<file path="src/fault_retry_consts.svh">
/*
  offsets, field limits, fault codes, reset values and timing counts for the fault history
  and automatic retry block; assumes a 10 MHz clock and a 32-bit Avalon-MM bus.
*/
`ifndef FAULT_RETRY_CONSTS_SVH
`define FAULT_RETRY_CONSTS_SVH

`define ADDR_FAULT_NEWEST 4'h0
`define ADDR_FAULT_PREV_ONE 4'h1
`define ADDR_FAULT_PREV_TWO 4'h2
`define ADDR_FAULT_PREV_THREE 4'h3
`define ADDR_RETRY_LIMIT 4'h4
`define ADDR_HISTORY_CLEAR 4'h5
`define ADDR_RETRY_STATUS 4'h6
`define ADDR_RUN_SOURCE 4'h7

`define FAULT_CODE_MAX 8'h3c
`define RETRY_LIMIT_MAX 8'h0a
`define HISTORY_CLEAR_MAX 8'h01
`define FIELD_RESET 8'h00

`define CODE_PANEL_COMM 8'h00
`define CODE_HW_LAST 8'h04
`define CODE_HEATSINK 8'h05
`define CODE_RATING_MISMATCH 8'h0b
`define CODE_PHASE_FIRST 8'h0c
`define CODE_PHASE_LAST 8'h0e
`define CODE_RESERVED_A 8'h0f
`define CODE_ENCODER_DIR 8'h10
`define CODE_TRACKING 8'h13
`define CODE_OVERLOAD 8'h14
`define CODE_OVERSPEED 8'h18
`define CODE_STORAGE_LAST 8'h1c
`define CODE_EXT_INPUT 8'h1d
`define CODE_MAINS 8'h21
`define CODE_RESERVED_B 8'h22
`define CODE_DUP_INPUT 8'h24

`define CLK_HZ 10000000
`define RETRY_DELAY_S 6
`define RETRY_DELAY_CYC (`RETRY_DELAY_S * `CLK_HZ)

`endif

</file>
<file path="src/fault_retry_pkg.sv">
/*
  types for the fault history and automatic retry block; no assumptions beyond
  a synthesizable SystemVerilog tool flow.
*/
package fault_retry_pkg;

  typedef enum logic [1:0] {
    st_idle = 2'b00,
    st_wait = 2'b01,
    st_locked = 2'b10
  } retry_state_type;

  typedef enum logic {
    src_panel = 1'b0,
    src_terminal = 1'b1
  } run_source_type;

  typedef struct packed {
    logic [3:0] address;
    logic read;
    logic write;
    logic [31:0] writedata;
  } bus_req_type;

  typedef struct packed {
    logic valid;
    logic [7:0] code;
    logic voltage_kind;
  } fault_event_type;

endpackage

</file>
<file path="src/fault_history_auto_retry.sv">
/*
  fault history (four entries) and automatic fault retry with a six second delay,
  reached over Avalon-MM word registers. assumes fault reports and run state come
  from logic on ref_clk_i; panel button and reset terminal are asynchronous pins.
*/
`timescale 1ns/1ps
`include "fault_retry_consts.svh"

// Overview of operation
// - four history entries, codes 0-60, reset zero
// - retry limit 0-10, zero disables retry
// - running fault with retry enabled auto-clears
// - beyond limit, panel button clears or terminal re-arms retry
// - reset terminal zeroes retry count
// - wait six seconds before auto clear
// - standby faults never auto-clear
// - panel source: clear then restart
// - terminal source: clear, resume current mode
// - history clear setting wipes all entries
// - codes 0-4 panel comm, hardware trips
// - codes 5-11 thermal, bus, mismatch faults
// - codes 12-14 per-phase loss or sensor
// - codes 16-18 encoder and tuning faults
// - code 19 tracking error over 40 turns
// - code 20 overload 150 percent 60 s
// - codes 21-23 encoder, analog, feedback loss
// - code 24 torque control overspeed
// - codes 25-28 parameter storage faults
// - codes 29-33, 35, 36 external and supply
// - codes 15, 34, 37-60 reserved
module fault_history_auto_retry
  import fault_retry_pkg::*;
(
  input wire logic ref_clk_i, // 10 MHz system clock
  input wire logic sys_rst_i, // synchronous reset, active high
  input wire logic clk_en_i, // freezes all state while low
  input wire logic [3:0] avs_address_i, // word index
  input wire logic avs_read_i, // read strobe
  input wire logic avs_write_i, // write strobe
  input wire logic [31:0] avs_writedata_i, // write data
  output logic [31:0] avs_readdata_o, // read data
  output logic avs_waitrequest_o, // low when access completes
  input wire logic fault_valid_i, // one-cycle fault report
  input wire logic [7:0] fault_code_i, // reported fault code
  input wire logic fault_voltage_i, // 1 voltage trip, 0 current trip
  input wire logic drive_running_i, // drive is running, not standby
  input wire logic panel_reset_button_i, // panel reset pin, async
  input wire logic multi_input_four_i, // reset clearance terminal, async
  output logic fault_active_o, // drive is tripped
  output logic fault_clear_o, // one-cycle clear of the trip
  output logic restart_run_o, // one-cycle restart request (panel source)
  output logic resume_mode_o, // one-cycle resume request (terminal source)
  output logic fault_voltage_o, // latest trip was voltage kind
  output logic retry_locked_o // retry locked; panel button clears, terminal re-arms a running trip
);

  bus_req_type req;
  fault_event_type evt;
  logic [7:0] history [0:3];
  logic [7:0] auto_retry_limit;
  logic [7:0] fault_history_clear;
  run_source_type run_command_source;
  logic [7:0] retry_count;
  logic [31:0] delay_count;
  retry_state_type state;
  logic [1:0] button_sync;
  logic [1:0] terminal_sync;
  logic button_prev;
  logic terminal_prev;
  logic button_press;
  logic terminal_press;
  logic fault_from_run;
  logic ack;

  assign req = '{address: avs_address_i, read: avs_read_i, write: avs_write_i, writedata: avs_writedata_i};
  assign evt = '{valid: fault_valid_i, code: fault_code_i, voltage_kind: fault_voltage_i};

  // reserved or out-of-range codes are not logged, so the history only holds assigned faults
  function automatic logic code_assigned(input logic [7:0] code);
    logic ok;
    ok = 1'b1;
    if (code > `FAULT_CODE_MAX) begin
      ok = 1'b0;
    end else if (code == `CODE_RESERVED_A || code == `CODE_RESERVED_B) begin
      ok = 1'b0;
    end else if (code > `CODE_DUP_INPUT) begin
      ok = 1'b0;
    end
    return ok;
  endfunction

  // operand clamp used by the retry limit and history clear settings
  function automatic logic [7:0] clamp(input logic [31:0] value, input logic [7:0] max);
    logic [7:0] res;
    res = max;
    if (value <= {24'h000000, max}) begin
      res = value[7:0];
    end
    return res;
  endfunction

  // one-hot register select, shared by the read and the write paths
  function automatic logic [7:0] reg_select(input logic [3:0] address);
    logic [7:0] sel_bits;
    sel_bits = 8'h00;
    if (address == `ADDR_FAULT_NEWEST) begin
      sel_bits = 8'h01;
    end else if (address == `ADDR_FAULT_PREV_ONE) begin
      sel_bits = 8'h02;
    end else if (address == `ADDR_FAULT_PREV_TWO) begin
      sel_bits = 8'h04;
    end else if (address == `ADDR_FAULT_PREV_THREE) begin
      sel_bits = 8'h08;
    end else if (address == `ADDR_RETRY_LIMIT) begin
      sel_bits = 8'h10;
    end else if (address == `ADDR_HISTORY_CLEAR) begin
      sel_bits = 8'h20;
    end else if (address == `ADDR_RETRY_STATUS) begin
      sel_bits = 8'h40;
    end else if (address == `ADDR_RUN_SOURCE) begin
      sel_bits = 8'h80;
    end
    return sel_bits;
  endfunction

  logic [7:0] sel;
  logic [31:0] next_readdata;
  assign sel = reg_select(req.address);

  // a code reaches the history through the same check as the retry logic
  logic new_fault;
  assign new_fault = evt.valid && code_assigned(evt.code);

  always_ff @(posedge ref_clk_i) begin
    if (sys_rst_i) begin
      button_sync <= 2'b00;
      terminal_sync <= 2'b00;
      button_prev <= 1'b0;
      terminal_prev <= 1'b0;
    end else if (clk_en_i) begin
      button_sync <= {button_sync[0], panel_reset_button_i};
      terminal_sync <= {terminal_sync[0], multi_input_four_i};
      button_prev <= button_sync[1];
      terminal_prev <= terminal_sync[1];
    end
  end

  assign button_press = button_sync[1] && !button_prev;
  assign terminal_press = terminal_sync[1] && !terminal_prev;

  // bus: every access completes in the cycle after it is raised
  always_ff @(posedge ref_clk_i) begin
    if (sys_rst_i) begin
      ack <= 1'b0;
    end else if (clk_en_i) begin
      ack <= (req.read || req.write) && !ack;
    end
  end

  assign avs_waitrequest_o = (req.read || req.write) && !ack;

  always_comb begin
    next_readdata = 32'h00000000;
    if (sel[0]) begin
      next_readdata = {24'h000000, history[0]};
    end else if (sel[1]) begin
      next_readdata = {24'h000000, history[1]};
    end else if (sel[2]) begin
      next_readdata = {24'h000000, history[2]};
    end else if (sel[3]) begin
      next_readdata = {24'h000000, history[3]};
    end else if (sel[4]) begin
      next_readdata = {24'h000000, auto_retry_limit};
    end else if (sel[5]) begin
      next_readdata = {24'h000000, fault_history_clear};
    end else if (sel[6]) begin
      next_readdata = {20'h00000, 2'b00, state, fault_voltage_o, fault_active_o, retry_count[5:0]};
    end else if (sel[7]) begin
      next_readdata = {31'h00000000, run_command_source};
    end
  end

  // read data is captured in the wait cycle so it stands when waitrequest drops
  always_ff @(posedge ref_clk_i) begin
    if (sys_rst_i) begin
      avs_readdata_o <= 32'h00000000;
    end else if (clk_en_i && req.read && !ack) begin
      avs_readdata_o <= next_readdata;
    end
  end

  // settings; out-of-range retry limit and history clear writes saturate at the top of the range, run source takes bit 0
  // a write lands only at the edge where waitrequest is seen low
  always_ff @(posedge ref_clk_i) begin
    if (sys_rst_i) begin
      auto_retry_limit <= `FIELD_RESET;
      fault_history_clear <= `FIELD_RESET;
      run_command_source <= src_panel;
    end else if (clk_en_i && req.write && ack) begin
      if (sel[4]) begin
        auto_retry_limit <= clamp(req.writedata, `RETRY_LIMIT_MAX);
      end else if (sel[5]) begin
        fault_history_clear <= clamp(req.writedata, `HISTORY_CLEAR_MAX);
      end else if (sel[7]) begin
        run_command_source <= run_source_type'(req.writedata[0]);
      end
    end
  end

  // history: a new fault wins over the clear setting in the same cycle
  generate
    for (genvar i = 0; i < 4; i++) begin : g_hist
      always_ff @(posedge ref_clk_i) begin
        if (sys_rst_i) begin
          history[i] <= `FIELD_RESET;
        end else if (clk_en_i) begin
          if (new_fault) begin
            if (i == 0) begin
              history[i] <= evt.code;
            end else begin
              history[i] <= history[i-1];
            end
          end else if (fault_history_clear == `HISTORY_CLEAR_MAX) begin
            history[i] <= `FIELD_RESET;
          end
        end
      end
    end
  endgenerate

  // events shared by the state, flag, delay and counter blocks below
  logic manual_clear;
  logic delay_done;
  logic auto_clear;
  logic retry_allowed;
  logic rearm;

  // the panel button clears any trip; a fault in the same cycle wins
  assign manual_clear = button_press && fault_active_o && !new_fault;
  assign delay_done = (delay_count >= `RETRY_DELAY_CYC - 1);
  assign auto_clear = (state == st_wait) && delay_done && !new_fault && !manual_clear;
  // limit zero never retries; a count that has reached the limit blocks retry
  assign retry_allowed = (auto_retry_limit != `FIELD_RESET) && (retry_count < auto_retry_limit);
  // terminal clear lets a still-pending running trip resume retrying
  assign rearm = (state == st_locked) && terminal_press && fault_from_run
                 && (auto_retry_limit != `FIELD_RESET) && !new_fault && !manual_clear;

  // trip sequencing
  always_ff @(posedge ref_clk_i) begin
    if (sys_rst_i) begin
      state <= st_idle;
    end else if (clk_en_i) begin
      if (new_fault) begin
        if (drive_running_i && retry_allowed) begin
          state <= st_wait;
        end else begin
          state <= st_locked;
        end
      end else if (manual_clear) begin
        state <= st_idle;
      end else begin
        case (state)
          st_wait: begin
            if (auto_clear) begin
              state <= st_idle;
            end
          end
          st_locked: begin
            if (rearm) begin
              state <= st_wait;
            end
          end
          st_idle: begin
            state <= st_idle;
          end
          default: begin
            state <= st_idle;
          end
        endcase
      end
    end
  end

  // trip flag: set by a logged fault, dropped by either kind of clear
  always_ff @(posedge ref_clk_i) begin
    if (sys_rst_i) begin
      fault_active_o <= 1'b0;
    end else if (clk_en_i) begin
      if (new_fault) begin
        fault_active_o <= 1'b1;
      end else if (manual_clear || auto_clear) begin
        fault_active_o <= 1'b0;
      end
    end
  end

  always_ff @(posedge ref_clk_i) begin
    if (sys_rst_i) begin
      fault_voltage_o <= 1'b0;
    end else if (clk_en_i && new_fault) begin
      fault_voltage_o <= evt.voltage_kind;
    end
  end

  // remembers whether the pending trip came from a running drive
  always_ff @(posedge ref_clk_i) begin
    if (sys_rst_i) begin
      fault_from_run <= 1'b0;
    end else if (clk_en_i && new_fault) begin
      fault_from_run <= drive_running_i;
    end
  end

  // retry delay; a newer fault restarts it
  always_ff @(posedge ref_clk_i) begin
    if (sys_rst_i) begin
      delay_count <= 32'h00000000;
    end else if (clk_en_i) begin
      if (new_fault || rearm) begin
        delay_count <= 32'h00000000;
      end else if (state == st_wait && !delay_done && !manual_clear) begin
        delay_count <= delay_count + 32'h00000001;
      end
    end
  end

  // one-cycle clear, restart and resume pulses
  always_ff @(posedge ref_clk_i) begin
    if (sys_rst_i) begin
      fault_clear_o <= 1'b0;
      restart_run_o <= 1'b0;
      resume_mode_o <= 1'b0;
    end else if (clk_en_i) begin
      fault_clear_o <= manual_clear || auto_clear;
      restart_run_o <= auto_clear && (run_command_source == src_panel);
      resume_mode_o <= auto_clear && (run_command_source == src_terminal);
    end
  end

  // retry count: terminal clear wins over a simultaneous increment
  always_ff @(posedge ref_clk_i) begin
    if (sys_rst_i) begin
      retry_count <= 8'h00;
    end else if (clk_en_i) begin
      if (terminal_press) begin
        retry_count <= 8'h00;
      end else if (auto_clear && retry_count != 8'hff) begin
        retry_count <= retry_count + 8'h01;
      end
    end
  end

  assign retry_locked_o = (state == st_locked);

endmodule

</file>
<file path="config.mk">
export PLATFORM = sky130hd
export DESIGN_NAME = fault_history_auto_retry
export DESIGN_NICKNAME = d
export VERILOG_FILES = /design/src/fault_retry_pkg.sv /design/src/fault_history_auto_retry.sv
export VERILOG_INCLUDE_DIRS = /design/src
export SDC_FILE = /design/constraint.sdc
export NUM_CORES = 1
export LEC_CHECK = 0
export BUFFER_PORTS_ARGS = -buffer_cell sky130_fd_sc_hd__buf_2
export CAP_MARGIN = 20
export CORE_MARGIN = 3
export CORE_UTILIZATION = 47
export DETAILED_ROUTE_END_ITERATION = 7
export PLACE_DENSITY = 0.68
export SLEW_MARGIN = 20
export SYNTH_ARGS = -nofsm -noshare
export SYNTH_HDL_FRONTEND = slang
export SYNTH_SLANG_ARGS = --single-unit
</file>
<file path="constraint.sdc">
create_clock -name ref_clk_i -period 6.1 [get_ports ref_clk_i]
set_input_delay 0.61 -clock ref_clk_i [delete_from_list [all_inputs] [get_ports ref_clk_i]]
set_output_delay 0.61 -clock ref_clk_i [all_outputs]
set_load 0.005 [all_outputs]
</file>
==> results.py <==
metrics = {
    "clock_tree": {
        "cts_inserted_buffers": 17,
        "cts_buffer_depth": 2,
        "clk_pin_slew_worst_paths_ns": 0.05,
        "root_buffer": "clkbuf_16",
        "cts_tree": "yes",
        "worst_skew_pair.late_latency_ns": 0.41,
        "cts_resized": 0,
        "htree_levels": 4,
        "cts_hold_buffers": 0,
        "postCtsSetupBuffers": 0,
        "numClockSinks": 114,
    },
    "timing": {
        "rsz0062_at_grt": "no",
        "slew_viol_final": 0,
        "min_period_ns": 2.94,
        "setup_violations": 0,
        "max_freq_ghz": 0.340,
        "fin_setup_tns_ns": 0,
        "slew_headroom_pct": 37.1,
        "skew_ns": 0.00511,
        "tightest_slew_ns": 0.936,
        "period_share_pct": 48.2,
        "final_hold_viol_count": 0,
    },
    "power_and_ir_drop": {
        "p_leak_nw": 2.56,
        "vdd.ir_drop.worst_mv": 0.195,
        "power.density_nw_per_um2": 284,
    },
    "worst_hold_path": {
        "hold_path.class": "in2reg",
    },
    "grt": {
        "grt_use_total_pct": 21.2,
        "antenna_found_initial": 0,
        "grt_pass1_wl_mm": 22.5,
        "grt_pass1_vias": 4654,
        "grt-ovfl-total": 0,
        "grt_start_max_net_pins": 56,
    },
    "setup_path": {
        "crit_type": "in2reg",
        "critPathCaptureType": "register",
        "cp.required_ns": 6.43,
        "crit_path_max_fanout": 37,
        "crit_arrival_ns": 3.28,
        "critPathLaunchType": "input port",
    },
    "synthesis": {
        "syn_area_sq_um": 5790,
        "synth_flop_cell": "dfxtp_1",
        "synth_edf_count": 32,
        "ys_types": 61,
        "synth_cells": 648,
        "avgSynthCellArea_sq_um": 8.93,
        "synth_warnings": 0,
        "async_reset_ff_share_pct": 0,
        "ys_ff_latch": 114,
        "ys_seq_area_share_pct": 45.0,
    },
    "floorplan": {
        "rows": 39,
        "fp.dieW_um": 117,
        "die_h_um": 117,
        "initial_utilization_pct": 49.4,
        "dieArea_sq_um": 13700,
        "core_sq_um": 11700,
        "io_pins": 93,
    },
    "finish": {
        "layout.nets": 772,
        "fillers": 1018,
        "area_growth_syn_to_layout_pct": 16.4,
        "diodes": 0,
        "multi_input_area_sq_um": 2900,
        "fin_area_sq_um": 6730,
        "regArea_sq_um": 2600,
        "drive_gt1_share_pct": 16.5,
    },
    "routing": {
        "dr_total_vias": 5066,
        "drtIter0Drc": 399,
        "vias_per_cell": 5.86,
        "drc": 0,
        "dr.pass1.iters": 4,
        "finalWirelength_mm": 14.0,
        "routedWlPerCell_um": 16.2,
        "ant_nets": 0,
    },
    "placement": {
        "routabilityCongestion": 0.862,
        "place_area_sq_um": 6120,
        "hpwlAfterDp_mm": 9.95,
        "portBuffers": 70,
    },
    "outcome": {
        "status": "finished clean",
    },
    "run": {
        "drv_cap": 0,
    },
}
## cell usage after synthesis (9+ instances only)
library cell | count | area share, %
a21o_1 | 9 | 1.2
nand4_1 | 13 | 1.4
nor2_1 | 45 | 2.9
nor3_1 | 18 | 1.6
dfxtp_1 | 82 | 28
or3_1 | 24 | 2.6
nor4_1 | 16 | 1.7
mux2i_1 | 13 | 2.2
o21ai_0 | 36 | 3.1
and3_1 | 9 | 0.97
nand2_1 | 41 | 2.7
buf_4 | 22 | 2.9
and2_1 | 40 | 4.3
ha_1 | 9 | 1.9
edfxtp_1 | 32 | 17
nand3_1 | 20 | 1.7
a22oi_1 | 10 | 1.3
inv_1 | 22 | 1.4
clkbuf_1 | 21 | 1.4
a21oi_1 | 66 | 5.7
## layout by cell type (no fill, tap or decap), types with 10 or more instances in the layout
cell / Yosys / layout
dfxtp_1: 82 / 82
buf_2: 3 / 70
a21oi_1: 66 / 66
nor2_1: 45 / 44
nand2_1: 41 / 41
and2_1: 40 / 40
o21ai_0: 36 / 36
edfxtp_1: 32 / 32
or3_1: 24 / 24
conb_1: 1 / 24
inv_1: 22 / 22
nand3_1: 20 / 20
nor3_1: 18 / 18
clkbuf_16: 0 / 17
nor4_1: 16 / 16
nand4_1: 13 / 13
mux2i_1: 13 / 13
a22oi_1: 10 / 10
## state kept, by name, summed over array words and instances, names as in the netlist
register / flops
fault_clear_o: 1
resume_mode_o: 1
state: 2
button_sync: 2
fault_voltage_o: 1
fault_history_clear: 8
restart_run_o: 1
history: 32
button_prev: 1
run_command_source: 1
terminal_prev: 1
fault_from_run: 1
fault_active_o: 1
ack: 1
auto_retry_limit: 8
avs_readdata_o: 10
terminal_sync: 2
retry_count: 8
delay_count: 32
## report_power, final
| part | switching [mW] | internal [mW] |
|---|---|---|
| logic | 0.0728 | 0.0382 |
| registers | 0.00860 | 0.794 |
| clock network | 0.352 | 0.648 |
| total | 0.433 | 1.48 |
## metal layers
layer / vias up / global-route usage (%) / share of wire, %
met5: - / 0 / 0
li1: 2469 / - / -
met1: 2368 / 29.1 / 47
met2: 198 / 32.1 / 44
met4: 0 / 9.25 / 2.5
met3: 31 / 4.78 / 6.3
## path summary, 6_finish.rpt
check                      from                end  slack [ns]  cells after the start
max                    clk_en_i    delay_count[21]        3.16                      6
min          multi_input_four_i   terminal_sync[0]        0.44                      3
max reg2reg      delay_count[0]    delay_count[17]        3.26                      7
min reg2reg   avs_readdata_o[3]  avs_readdata_o[3]        0.46                      2
## stage by stage
| stage | hold WS [ns] | instances | worst slack, ns | power, mW | utilization [%] |
|---|---|---|---|---|---|
| floorplan | 0.430 | 671 | 2.91 | 0.896 | - |
| global placement | 0.440 | 833 | 2.80 | 0.924 | 52.3 |
| detailed placement | 0.447 | 833 | 2.63 | 0.927 | 52.3 |
| CTS | 0.428 | 865 | 3.07 | 1.93 | 57.4 |
| global route | 0.450 | 865 | 2.95 | 1.98 | 57.5 |
| finish | 0.442 | 865 | 3.16 | 1.91 | 57.5 |
## logic make-up after synthesis
family          after synthesis  synth area share, %
simple gates                266                 25.1
other cells                   1               0.0648
fa+ha+maj                     9                 1.95
buf+inv                      76                 6.68
mux                          16                 3.03
compound gates              166                 18.2
flops                       114                 45.0
## critical path: stages
cell and delay, ns:
buf_2 0.47, clkinv_1 0.45, nor4_1 0.54, a32oi_4 0.42
or4_1 0.60, a21oi_1 0.17
## area by class of cell
type | count | area share [%]
Sequential cell | 114 | 38.6
Timing Repair Buffer | 72 | 5.43
Clock buffer | 18 | 6.52
Tap cell | 143 | 2.66
Multi-Input combinational cell | 481 | 43.0
Clock inverter | 14 | 2.43
Inverter | 23 | 1.28
No activity file was read; power rests on OpenSTA's default activity.
